File: src/hw/hpf_pkg.sv
// Package: register map, fields, reset values and carrier types
package hpf_pkg;
  localparam int NPIN = 6;
  localparam logic [7:0] OFS_CTRL = 8'h00;
  localparam logic [7:0] OFS_PULSE = 8'h04;
  localparam logic [7:0] OFS_REGTO = 8'h08;
  localparam logic [7:0] OFS_HOPS = 8'h0C;
  localparam logic [7:0] OFS_GCFG = 8'h10;
  localparam logic [7:0] OFS_GSLP = 8'h14;
  localparam logic [7:0] OFS_GIN = 8'h18;
  localparam logic [7:0] OFS_STAT = 8'h1C;
  localparam logic [7:0] OFS_MASK = 8'h20;
  localparam logic [7:0] OFS_LINK = 8'h24;
  localparam int B_ROLE = 0;
  localparam int B_ACT_ALT = 2;
  localparam int B_DCD_ALT = 3;
  localparam int B_FC_ALT = 4;
  localparam int B_SLEEP = 5;
  localparam int B_DIR = 0;
  localparam int B_OUT = 8;
  localparam int B_PU = 16;
  localparam int B_WAKE = 24;
  localparam int ST_ACT = 0;
  localparam int ST_UP = 1;
  localparam int ST_DOWN = 2;
  localparam int ST_WAKE = 3;
  localparam int NST = 4;
  localparam logic [5:0] CTRL_RST = 6'h00;
  localparam logic [15:0] PULSE_RST = 16'h1000;
  localparam logic [31:0] REGTO_RST = 32'h0BEBC200;
  localparam logic [7:0] HOPS_RST = 8'h32;
  localparam logic [31:0] GCFG_RST = 32'h00000000;
  localparam logic [31:0] GSLP_RST = 32'h00000000;
  typedef enum logic [1:0] {
    ROLE_BASE = 2'b00,
    ROLE_REMOTE = 2'b01,
    ROLE_ROUTER = 2'b10
  } hpf_role_t;
  typedef enum logic [0:0] {
    LINK_DOWN = 1'b0,
    LINK_UP = 1'b1
  } hpf_link_t;
  typedef struct packed {
    logic rx_valid;
    logic tx_pkt;
    logic rx_up;
    logic tx_down;
    logic hop_sync;
    logic hop_tick;
    logic beacon;
  } hpf_evt_t;
  typedef struct packed {
    logic [NPIN-1:0] o;
    logic [NPIN-1:0] oe_n;
    logic [NPIN-1:0] pu_en;
  } hpf_gpo_t;
endpackage

File: src/hw/hpf_top.sv
// Host pin status, general pins and flow control with APB registers
`timescale 1ns/1ps
module hpf_top (
  input wire logic pclk,
  input wire logic presetn,
  input wire logic psel,
  input wire logic penable,
  input wire logic pwrite,
  input wire logic [7:0] paddr,
  input wire logic [31:0] pwdata,
  output logic [31:0] prdata,
  output logic pready,
  output logic pslverr,
  output logic irq,
  input wire hpf_pkg::hpf_evt_t evt,
  input wire logic diag_serial_out_int,
  output logic diag_serial_in,
  output logic packet_activity_out,
  input wire logic link_pin_i,
  output logic link_detect_n,
  output logic link_pin_oe_n,
  input wire logic [hpf_pkg::NPIN-1:0] gp_i,
  output hpf_pkg::hpf_gpo_t gp,
  output logic wake_out,
  input wire logic uart_tx_int,
  output logic module_serial_out,
  input wire logic module_serial_in,
  output logic rx_serial,
  input wire logic rx_can_accept,
  output logic tx_allowed
);
  import hpf_pkg::*;

  logic [5:0] ctrl_q;
  logic [15:0] pulse_q;
  logic [31:0] regto_q;
  logic [7:0] hops_q;
  logic [31:0] gcfg_q;
  logic [31:0] gslp_q;
  logic [NST-1:0] stat_q;
  logic [NST-1:0] mask_q;
  logic [15:0] act_cnt_q;
  logic [31:0] to_cnt_q;
  logic [7:0] miss_q;
  hpf_link_t link_q;
  hpf_link_t link_d;
  logic [NPIN-1:0] gp_prev_q;
  logic [NPIN-1:0] gp_low_edge;
  logic act_evt;
  logic link_up_evt;
  logic link_dn_evt;
  logic wake_evt;
  logic wr_en;
  logic [NST-1:0] st_set;
  logic [NST-1:0] st_clr;
  hpf_role_t role;
  logic [NPIN-1:0] cur_dir;
  logic [NPIN-1:0] cur_out;
  logic [NPIN-1:0] cur_pu;
  logic sleeping;
  logic fc_on;

  function automatic logic hit(input logic [7:0] a, input logic [7:0] ofs);
    hit = (a == ofs);
  endfunction

  function automatic logic mapped(input logic [7:0] a);
    mapped = hit(a, OFS_CTRL) | hit(a, OFS_PULSE) | hit(a, OFS_REGTO) |
             hit(a, OFS_HOPS) | hit(a, OFS_GCFG) | hit(a, OFS_GSLP) |
             hit(a, OFS_GIN) | hit(a, OFS_STAT) | hit(a, OFS_MASK) |
             hit(a, OFS_LINK);
  endfunction

  assign role = hpf_role_t'(ctrl_q[B_ROLE +: 2]);
  assign sleeping = ctrl_q[B_SLEEP];
  assign fc_on = ctrl_q[B_FC_ALT];
  assign wr_en = psel & penable & pready & pwrite;

  // Qualifying activity event per role
  always_comb begin
    case (role)
      ROLE_BASE: act_evt = evt.rx_valid;
      ROLE_REMOTE: act_evt = evt.tx_pkt;
      ROLE_ROUTER: act_evt = evt.rx_up | evt.tx_down;
      default: act_evt = 1'b0;
    endcase
  end

  // APB access timing
  always_ff @(posedge pclk or negedge presetn) begin
    if (!presetn) begin
      pready <= 1'b0;
      pslverr <= 1'b0;
      prdata <= 32'h00000000;
    end else begin
      pready <= psel & ~penable;
      pslverr <= psel & ~penable & ~mapped(paddr);
      if (psel & ~penable & ~pwrite) begin
        if (hit(paddr, OFS_CTRL)) begin
          prdata <= {26'h0, ctrl_q};
        end else if (hit(paddr, OFS_PULSE)) begin
          prdata <= {16'h0000, pulse_q};
        end else if (hit(paddr, OFS_REGTO)) begin
          prdata <= regto_q;
        end else if (hit(paddr, OFS_HOPS)) begin
          prdata <= {24'h000000, hops_q};
        end else if (hit(paddr, OFS_GCFG)) begin
          prdata <= gcfg_q;
        end else if (hit(paddr, OFS_GSLP)) begin
          prdata <= gslp_q;
        end else if (hit(paddr, OFS_GIN)) begin
          prdata <= {26'h0, gp_i};
        end else if (hit(paddr, OFS_STAT)) begin
          prdata <= {28'h0000000, stat_q};
        end else if (hit(paddr, OFS_MASK)) begin
          prdata <= {28'h0000000, mask_q};
        end else if (hit(paddr, OFS_LINK)) begin
          prdata <= {23'h0, link_q, miss_q};
        end else begin
          prdata <= 32'h00000000;
        end
      end
    end
  end

  // Configuration registers
  always_ff @(posedge pclk or negedge presetn) begin
    if (!presetn) begin
      ctrl_q <= CTRL_RST;
      pulse_q <= PULSE_RST;
      regto_q <= REGTO_RST;
      hops_q <= HOPS_RST;
      gcfg_q <= GCFG_RST;
      gslp_q <= GSLP_RST;
      mask_q <= '0;
    end else if (wr_en) begin
      if (hit(paddr, OFS_CTRL)) begin
        ctrl_q <= pwdata[5:0];
      end else if (hit(paddr, OFS_PULSE)) begin
        pulse_q <= pwdata[15:0];
      end else if (hit(paddr, OFS_REGTO)) begin
        regto_q <= pwdata;
      end else if (hit(paddr, OFS_HOPS)) begin
        hops_q <= pwdata[7:0];
      end else if (hit(paddr, OFS_GCFG)) begin
        gcfg_q <= pwdata;
      end else if (hit(paddr, OFS_GSLP)) begin
        gslp_q <= pwdata;
      end else if (hit(paddr, OFS_MASK)) begin
        mask_q <= pwdata[NST-1:0];
      end
    end
  end

  // Sticky status, set wins over write-one clear
  assign st_clr = (wr_en && hit(paddr, OFS_STAT)) ? pwdata[NST-1:0] : '0;
  always_comb begin
    st_set = '0;
    st_set[ST_ACT] = act_evt;
    st_set[ST_UP] = link_up_evt;
    st_set[ST_DOWN] = link_dn_evt;
    st_set[ST_WAKE] = wake_evt;
  end

  always_ff @(posedge pclk or negedge presetn) begin
    if (!presetn) begin
      stat_q <= '0;
      irq <= 1'b0;
    end else begin
      stat_q <= (stat_q & ~st_clr) | st_set;
      irq <= |(((stat_q & ~st_clr) | st_set) & mask_q);
    end
  end

  // Activity pulse timer, restarted by each event
  always_ff @(posedge pclk or negedge presetn) begin
    if (!presetn) begin
      act_cnt_q <= '0;
    end else if (act_evt) begin
      act_cnt_q <= pulse_q;
    end else if (act_cnt_q != 16'h0000) begin
      act_cnt_q <= act_cnt_q - 16'h0001;
    end
  end

  // Link state machine
  always_comb begin
    link_d = link_q;
    case (link_q)
      LINK_DOWN: begin
        if (role == ROLE_BASE) begin
          if (evt.rx_valid) link_d = LINK_UP;
        end else if (evt.hop_sync) begin
          link_d = LINK_UP;
        end
      end
      LINK_UP: begin
        if (role == ROLE_BASE) begin
          if (!evt.rx_valid && to_cnt_q <= 32'h00000001) link_d = LINK_DOWN;
        end else if (evt.hop_tick && !evt.beacon && !evt.hop_sync &&
                     (miss_q + 8'h01) >= hops_q) begin
          link_d = LINK_DOWN;
        end
      end
      default: link_d = LINK_DOWN;
    endcase
  end

  assign link_up_evt = (link_q == LINK_DOWN) && (link_d == LINK_UP);
  assign link_dn_evt = (link_q == LINK_UP) && (link_d == LINK_DOWN);

  always_ff @(posedge pclk or negedge presetn) begin
    if (!presetn) begin
      link_q <= LINK_DOWN;
    end else begin
      link_q <= link_d;
    end
  end

  // Registration timeout and beacon miss counters
  always_ff @(posedge pclk or negedge presetn) begin
    if (!presetn) begin
      to_cnt_q <= '0;
    end else if (evt.rx_valid) begin
      to_cnt_q <= regto_q;
    end else if (to_cnt_q != 32'h00000000) begin
      to_cnt_q <= to_cnt_q - 32'h00000001;
    end
  end

  always_ff @(posedge pclk or negedge presetn) begin
    if (!presetn) begin
      miss_q <= '0;
    end else if (evt.beacon || evt.hop_sync || link_d == LINK_DOWN) begin
      miss_q <= '0;
    end else if (evt.hop_tick) begin
      miss_q <= miss_q + 8'h01;
    end
  end

  // Status and diagnostic pins
  always_ff @(posedge pclk or negedge presetn) begin
    if (!presetn) begin
      packet_activity_out <= 1'b0;
      link_detect_n <= 1'b1;
      link_pin_oe_n <= 1'b0;
      diag_serial_in <= 1'b1;
    end else begin
      if (ctrl_q[B_ACT_ALT]) begin
        packet_activity_out <= diag_serial_out_int;
      end else begin
        packet_activity_out <= act_evt | (act_cnt_q > 16'h0001);
      end
      link_detect_n <= ~(link_d == LINK_UP);
      link_pin_oe_n <= ctrl_q[B_DCD_ALT];
      diag_serial_in <= ctrl_q[B_DCD_ALT] ? link_pin_i : 1'b1;
    end
  end

  // General pin settings, awake or asleep
  assign cur_dir = sleeping ? gslp_q[B_DIR +: NPIN] : gcfg_q[B_DIR +: NPIN];
  assign cur_out = sleeping ? gslp_q[B_OUT +: NPIN] : gcfg_q[B_OUT +: NPIN];
  assign cur_pu = sleeping ? gslp_q[B_PU +: NPIN] : gcfg_q[B_PU +: NPIN];

  genvar gi;
  generate
    for (gi = 0; gi < NPIN; gi++) begin : g_pin
      logic fc_pin;
      assign fc_pin = fc_on && (gi == 4 || gi == 5);
      assign gp_low_edge[gi] = gp_prev_q[gi] & ~gp_i[gi];
      always_ff @(posedge pclk or negedge presetn) begin
        if (!presetn) begin
          gp.o[gi] <= GCFG_RST[B_OUT + gi];
          gp.oe_n[gi] <= ~GCFG_RST[B_DIR + gi];
          gp.pu_en[gi] <= GCFG_RST[B_PU + gi];
        end else if (fc_pin && gi == 4) begin
          gp.o[gi] <= ~rx_can_accept;
          gp.oe_n[gi] <= 1'b0;
          gp.pu_en[gi] <= 1'b0;
        end else if (fc_pin) begin
          gp.o[gi] <= 1'b1;
          gp.oe_n[gi] <= 1'b1;
          gp.pu_en[gi] <= 1'b0;
        end else begin
          gp.o[gi] <= cur_out[gi];
          gp.oe_n[gi] <= ~cur_dir[gi];
          gp.pu_en[gi] <= ~cur_dir[gi] & cur_pu[gi];
        end
      end
    end
  endgenerate

  // Wake on falling edge of an enabled input while asleep
  assign wake_evt = sleeping & |(gp_low_edge & ~gslp_q[B_DIR +: NPIN] &
                    gcfg_q[B_WAKE +: NPIN]);

  always_ff @(posedge pclk or negedge presetn) begin
    if (!presetn) begin
      gp_prev_q <= '1;
      wake_out <= 1'b0;
    end else begin
      gp_prev_q <= gp_i;
      wake_out <= wake_evt;
    end
  end

  // Primary serial path and host flow control
  always_ff @(posedge pclk or negedge presetn) begin
    if (!presetn) begin
      module_serial_out <= 1'b1;
      rx_serial <= 1'b1;
      tx_allowed <= 1'b1;
    end else begin
      module_serial_out <= uart_tx_int;
      rx_serial <= module_serial_in;
      tx_allowed <= ~fc_on | ~gp_i[5];
    end
  end

  AST_BASE_ACT: assert property (@(posedge pclk) disable iff (!presetn)
    role == ROLE_BASE && !ctrl_q[B_ACT_ALT] && evt.rx_valid && !wr_en
    |=> packet_activity_out) else $error("base activity missing");
  AST_REMOTE_ACT: assert property (@(posedge pclk) disable iff (!presetn)
    role == ROLE_REMOTE && !ctrl_q[B_ACT_ALT] && evt.tx_pkt && !wr_en
    |=> packet_activity_out) else $error("remote activity missing");
  AST_ROUTER_ACT: assert property (@(posedge pclk) disable iff (!presetn)
    role == ROLE_ROUTER && !ctrl_q[B_ACT_ALT] && (evt.rx_up || evt.tx_down) && !wr_en
    |=> packet_activity_out) else $error("router activity missing");
  AST_DIAG_SERIAL_OUT: assert property (@(posedge pclk) disable iff (!presetn)
    ctrl_q[B_ACT_ALT] && !wr_en |=> packet_activity_out == $past(diag_serial_out_int))
    else $error("diag out not routed");
  AST_BASE_LINK: assert property (@(posedge pclk) disable iff (!presetn)
    role == ROLE_BASE && evt.rx_valid && !wr_en |=> !link_detect_n)
    else $error("base link not asserted");
  AST_HOP_LOSS: assert property (@(posedge pclk) disable iff (!presetn)
    role != ROLE_BASE && link_q == LINK_UP && evt.hop_tick && !evt.beacon &&
    !evt.hop_sync && miss_q + 8'h01 == hops_q && !wr_en |=> link_detect_n)
    else $error("link kept after lost beacons");
  AST_DIAG_SERIAL_IN: assert property (@(posedge pclk) disable iff (!presetn)
    ctrl_q[B_DCD_ALT] && !wr_en |=> link_pin_oe_n ##0
    diag_serial_in == $past(link_pin_i)) else $error("diag in not routed");
  AST_FC_OUT: assert property (@(posedge pclk) disable iff (!presetn)
    fc_on && !wr_en |=> !gp.oe_n[4] && gp.o[4] == !$past(rx_can_accept))
    else $error("host-may-send wrong");
  AST_FC_IN: assert property (@(posedge pclk) disable iff (!presetn)
    fc_on && gp_i[5] && !wr_en |=> !tx_allowed ##0 gp.oe_n[5])
    else $error("send not stopped");
  AST_PULSE_LEN: assert property (@(posedge pclk) disable iff (!presetn)
    act_evt && pulse_q == 16'h0003 && !wr_en ##1 !act_evt [*3]
    |=> !packet_activity_out || ctrl_q[B_ACT_ALT])
    else $error("pulse length wrong");
  AST_SLEEP_OUT: assert property (@(posedge pclk) disable iff (!presetn)
    sleeping && !fc_on && !wr_en |=> gp.o == $past(gslp_q[B_OUT +: NPIN]))
    else $error("sleep level not applied");
  AST_IRQ: assert property (@(posedge pclk) disable iff (!presetn)
    |(stat_q & mask_q) && st_clr == '0 |=> irq) else $error("irq missing");
endmodule

File: config.mk
export PLATFORM = sky130hd
export DESIGN_NAME = hpf_top
export DESIGN_NICKNAME = d
export VERILOG_FILES = /design/src/hw/hpf_pkg.sv /design/src/hw/hpf_top.sv
export SDC_FILE = /design/constraint.sdc
export NUM_CORES = 1
export LEC_CHECK = 0
export BUFFER_PORTS_ARGS = -buffer_cell sky130_fd_sc_hd__clkbuf_2
export CAP_MARGIN = 25
export CORE_ASPECT_RATIO = 2
export CORE_MARGIN = 1
export CORE_UTILIZATION = 25
export CTS_CLUSTER_SIZE = 14
export DETAILED_ROUTE_END_ITERATION = 10
export GPL_TIMING_DRIVEN = 1
export HOLD_SLACK_MARGIN = 0.03
export SETUP_SLACK_MARGIN = 0.4
export SYNTH_ARGS = -nofsm -noshare
export SYNTH_HDL_FRONTEND = slang
export SYNTH_SLANG_ARGS = --single-unit
export TNS_END_PERCENT = 1
File: constraint.sdc
create_clock -name pclk -period 2.7 [get_ports pclk]
set_input_delay 0.135 -clock pclk [delete_from_list [all_inputs] [get_ports pclk]]
set_output_delay 0.135 -clock pclk [all_outputs]
set_load 0.02 [all_outputs]
# [After elaboration in Yosys (flattened, before gate mapping)]
# Index checks and enable logic that the tools add are counted.
[classes] n_bitwise=63 reduce_logical=28 eq_ne=11 n_mux=36 add_sub_neg=3 n_lt_le_gt_ge=3
[ops] op="$mux W32" count=8
[ops] op="$mux W9" count=4
[ops] op="$eq A8 B5 Y1 const B" count=4
[ops] op="$le A32 B1 Y1 const B" count=1
[ops] op="$mux W16" count=2
[ops] op="$reduce_bool A32 Y1" count=1
[ops] op="$sub A32 B1 Y32 const B" count=1
[ops] op="$not A1 Y1" count=25
[ops] op="$and A1 B1 Y1" count=19
[ops] op="$mux W6" count=3
[ops] op="$eq A8 B4 Y1 const B" count=2
[ops] op="$eq A8 B6 Y1 const B" count=2
[ops] op="$gt A16 B1 Y1 const B" count=1
[ops] op="$mux W8" count=2
[ops] op="$reduce_bool A16 Y1" count=1
[ops] op="$sub A16 B1 Y16 const B" count=1
[ops] op="$mux W1" count=14
[ops] op="$and A6 B6 Y6" count=2
[ops] op="$or A1 B1 Y1" count=12
[ops] op="$add A8 B1 Y8 const B" count=1
[ops] op="$and A4 B4 Y4" count=2
[ops] op="$eq A8 B3 Y1 const B" count=1
[ops] op="$ge A8 B8 Y1" count=1
[ops] op="$logic_not A8 Y1" count=1
[ops] op="22 further kinds" count=33
[word_totals] ff_bits=258 out_inout_bits=61 input_bits=63 wordCells=187

# [Longest topological paths before layout]
[depth] depth_word=12 mapped_depth=10 ltp_nobuf=10

# [Worst setup path before layout]
# OpenSTA, ideal clock, no wires.
[synth_path] kind="reg-to-reg" startpoint="register miss_q[0]" endpoint="register miss_q[0]" path_slack_ns=0.475 required_time_ns=2.575 period_less_slack_ns=2.225 setup_time_ns=0.125 arrival_time_ns=2.100 n_path_buf=0 stages_incl_launch_ff=11 path_cell_list="dfrtp_1 > ha_1 > and3_1 > nand3_1 > xnor2_1 > ha_1 > nor3_1 > o21ai_0 > a41oi_1 > nor2_1 > a2111oi_0"
[synth_between] elab_chain_len=9 word_cells_on_any_way=11 classes_between="add/sub: 1; order compare: 1; mux: 5; bitwise: 1; reduce/logical: 3"
[synth_lines] element="start: declaration" line="hpf_top.sv:44" text="logic [7:0] miss_q;"
[synth_lines] element="start signal: assignment" line="hpf_top.sv:237" text="miss_q <= miss_q + 8'h01;"
[synth_lines] element="$add A8 B1 Y8 *" line="hpf_top.sv:201, hpf_top.sv:237"
[synth_lines] element="$ge A8 B8 Y1" line="hpf_top.sv:201" text="(miss_q + 8'h01) >= hops_q) begin"
[synth_lines] element="$logic_and A1 B1 Y1" line="hpf_top.sv:200" text="end else if (evt.hop_tick && !evt.beacon && !evt.hop_sync &&"
[synth_lines] element="$mux W1" line="hpf_top.sv:200"
[synth_lines] element="$mux W1" line="hpf_top.sv:198" text="if (role == ROLE_BASE) begin"
[synth_lines] element="$pmux W1 S2" line="hpf_top.sv:189" text="case (link_q)"
[synth_lines] element="$not A1 Y1" line="hpf_top.sv:234" text="end else if (evt.beacon || evt.hop_sync || link_d == LINK_DOWN) begin"
[synth_lines] element="$logic_or A1 B1 Y1" line="hpf_top.sv:234"
[synth_lines] element="$mux W8 / $reduce_bool A2 Y1 (equally long branches)"
# Every way passes the cells marked *; elsewhere a longest branch is shown, timed or not. The select of a mux whose other input is x is not followed.
# A chain may end at the register's enable or synchronous reset.

# [Worst setup path after layout]
[layout_path] startpoint="register to_cnt_q[12]" endpoint="register miss_q[4]"
[layout_between] elab_chain_len=8 word_cells_on_any_way=9 classes_between="order compare: 1; mux: 4; bitwise: 1; reduce/logical: 3"
[layout_lines] element="start: declaration" line="hpf_top.sv:43" text="logic [31:0] to_cnt_q;"
[layout_lines] element="start signal: assignment" line="hpf_top.sv:225" text="to_cnt_q <= regto_q;"
[layout_lines] element="start signal: assignment" line="hpf_top.sv:227" text="to_cnt_q <= to_cnt_q - 32'h00000001;"
[layout_lines] element="$le A32 B1 Y1 *" line="hpf_top.sv:199" text="if (!evt.rx_valid && to_cnt_q <= 32'h00000001) link_d = LINK_DOWN;"
[layout_lines] element="$logic_and A1 B1 Y1 *" line="hpf_top.sv:199"
[layout_lines] element="$mux W1 *" line="hpf_top.sv:199"
[layout_lines] element="$mux W1 *" line="hpf_top.sv:198"
[layout_lines] element="$pmux W1 S2 *" line="hpf_top.sv:189"
[layout_lines] element="$not A1 Y1 *" line="hpf_top.sv:234"
[layout_lines] element="$logic_or A1 B1 Y1 *" line="hpf_top.sv:234"
[layout_lines] element="$mux W8 / $reduce_bool A2 Y1 (equally long branches)"
# Every way passes the cells marked *; elsewhere a longest branch is shown, timed or not.

==> out/qor.csv <==
metric,value,unit
status,"complete, no violations",
clock buffer count from CTS,25,
Final Slew Violations,0,
"leading cell type in the layout, fill and taps excluded",dfrtp_1,
Design Power,9.578,mW
RSZ-0062 raised after global routing,yes,
Netlist cell types,80,
crit path DAT,2750,ps
"area leader, netlist",dfrtp_1,
worst slack at placement,-26.37,ps
syn avg cell area,11.01,µm²
Met3 Routed Length,1.431,mm
initial antenna violation count,1,
Worst Hold End,gslp_q[2],
Metal-1 WL,15.46,mm
DRC viols,0,
actual slew at the worst max-slew pin,881.4,ps
critical setup path kind,flop to flop,
CP endpoint kind,flop,
Top Layer Used,met4,
Clock Pin Slew Worst Setup and Hold Paths,70,ps
final critical-path share of the clock period,0.8753,
"Seq/Total Area, Yosys",0.5187,
DIE AREA,51060,µm²
layout cells sized above 1,0.3186,
maximum VDD drop,0.3969,mV
floorplan row count,115,
largest net degree at the start of global routing,89,
worst skew pair latency,550,ps
Worst Hold Class,input pin to flop,
Critical R2R Capture,miss_q[4],
fin crit period,2363,ps
"Remaining Overflow, GRT",0,
Cells after Synth,1138,
maxcap violations,0,
GRT Overall Usage,0.1724,
drt first pass iters,7,
Buffers on Ports,123,
"Setup violations, final",0,
Final nets,1419,
CP max-delay cell,or4_4,
area grow syn2layout,25.96,%
#FFs+latches synth,258,
min-delay src,pwdata[2],
vias in the first global route,10770,
die height,318.6,µm
Max Root-Sink Buffers,3,
reg2reg setup slack,340,ps
final core occ,0.3197,
clock skew,29.46,ps
synth top area cells,"dfrtp_1 45%, mux2_2 11%, dfstp_2 6.9%",
Fill cells,5020,
H-tree level count,1,
Synth Warn #,0,
Reg2Reg Depth,7,
PD cells,607.1,nW/µm²
Hold Slack,86.40,ps
highest clock rate,423.1,MHz
Crit. Startpoint,to_cnt_q[12],
PnR worst setup slack,336.7,ps
Yosys top cell area share,0.4495,
Root Buffer,clkbuf_16,
leakage power total,7.057,nW
final wirelength,43.88,mm
ys flop type,dfrtp_1,
slew margin rel.,0.4124,
CTS Sinks,258,
Worst R2R Start,to_cnt_q[12],
Die X,160.3,µm
first-pass GRT wire length,66.43,mm
placed cell areas,14190,µm²
WP data required,3090,ps
DR WL/cell,21.87,µm
crit path cell chain,or4_4 > nor4_4 > buf_4 > o2111ai_4 > o21ai_4 > buf_12 > a2111oi_2,
Worst path max stage delay,560,ps
GP Congestion,0.9250,
Worst Setup Start Kind,flop,
Syn Std Cell Area,12530,µm²
Routed met2 length,23.65,mm
Boundary Pins,124,
vias per cell,5.064,
CP max FO,5,
Detailed Place HPWL,33.12,mm
fin area,15780,µm²
Initial Utilization,0.2538,
detailed-route via count,10160,
TritonCTS clock tree,built,
Iteration-0 DRC Markers,600,
Post-synth EDFFs,0,
Synthesized Nets,1214,
Core Area,49350,µm²
final-report hold violation count,0,
Antenna Nets Post-Route,0,
hold path depth,2,
async set or reset register ratio after synthesis,1.000,
most frequent cells in the layout,"225 x dfrtp_1, 122 x clkbuf_2, 119 x mux2_2",
-- worst max path at each step --
stage,cells past startpoint,slack (ps),endpoint
final,7,340,miss_q[4]
after floorplan,10,480,miss_q[0]
after CTS,6,340,link_q
after detailed placement,10,-30,miss_q[7]
after global routing,7,270,miss_q[4]
after global placement,10,110,miss_q[0]
-- layout make-up --
cell class | count | area (µm²) | area share
clock inverter | 8 | 86.33 | 0.005472
clock buffer | 38 | 714.4 | 0.04528
antenna | 1 | 2.502 | 0.0001586
timing repair buffer | 239 | 1687 | 0.1069
tap | 643 | 804.5 | 0.05099
multi-input combinational | 789 | 5873 | 0.3722
inverter | 30 | 112.6 | 0.007137
sequential | 258 | 6497 | 0.4118
-- logic make-up (layout without fill, tap and decap cells) --
group | after synthesis | after routing | synth area share
xor gates and xnor gates | 30 | 30 | 0.02098
adders and majority gates | 13 | 13 | 0.01299
other | 0 | 1 | 0
and+or+nand+nor | 346 | 347 | 0.1512
muxes | 144 | 144 | 0.1271
AOI/OAI and AO/OA | 255 | 255 | 0.1388
DFF | 258 | 258 | 0.5187
buffers and inverters | 92 | 315 | 0.03027
-- synthesized netlist by cell type, types with 14 or more instances --
library cell,n
nor3_1,26
nand2_1,101
dfstp_2,33
dfrtp_1,225
xnor2_1,19
a31oi_1,20
nor2_1,71
inv_1,30
a21oi_1,40
clkbuf_1,38
mux2_2,119
nor2b_1,14
a221oi_1,21
o21ai_0,71
nand2b_1,14
mux2i_1,24
buf_2,18
-- critical path, delay by kind of cell (launching register included) --
| kind | cells | cell delay (ps) |
|---|---|---|
| compound gates | 3 | 530 |
| buf+inv | 2 | 350 |
| flops | 1 | 410 |
| simple gates | 2 | 910 |
-- per-stage QoR --
stage / cells / TNS [ps]
global route: 2006 / 0
CTS: 1999 / 0
floorplan: 1138 / 0
finish: 2006 / 0
global placement: 1899 / 0
detailed placement: 1899 / -40.83
-- state kept, by name, summed over array words and instances (netlist names), 4 cells and up --
| name | count |
|---|---|
| pulse_q | 16 |
| mask_q | 4 |
| to_cnt_q | 32 |
| ctrl_q | 6 |
| regto_q | 32 |
| gslp_q | 32 |
| gcfg_q | 32 |
| stat_q | 4 |
| gp_prev_q | 6 |
| act_cnt_q | 16 |
| gp | 18 |
| prdata | 32 |
| hops_q | 8 |
| miss_q | 8 |
-- power by group --
part | internal, mW | switching [mW] | leakage [nW]
clock | 1.94 | 1.58 | 0.387
combinational | 0.708 | 1.02 | 3.32
sequential | 4.10 | 0.231 | 3.35
-- metal layers --
metal	up-vias	GRT usage
li1	4603	-
met1	5127	0.1745
met2	308	0.3252
met3	120	0.01589
met4	0	0.1242
met5	-	0
-- timing repair --
action / 4_1_cts / 5_1_grt
gates resized for setup: 31 / 16
gates cloned: 1 / 0
pin swaps: 4 / 6
endpoints found under the setup margin: 19 / 35
hold buffers: 45 / 0
setup buffers: 8 / 6
hold endpoints to repair: 199 / 0
Note: power is estimated with default switching activity, not from simulation.
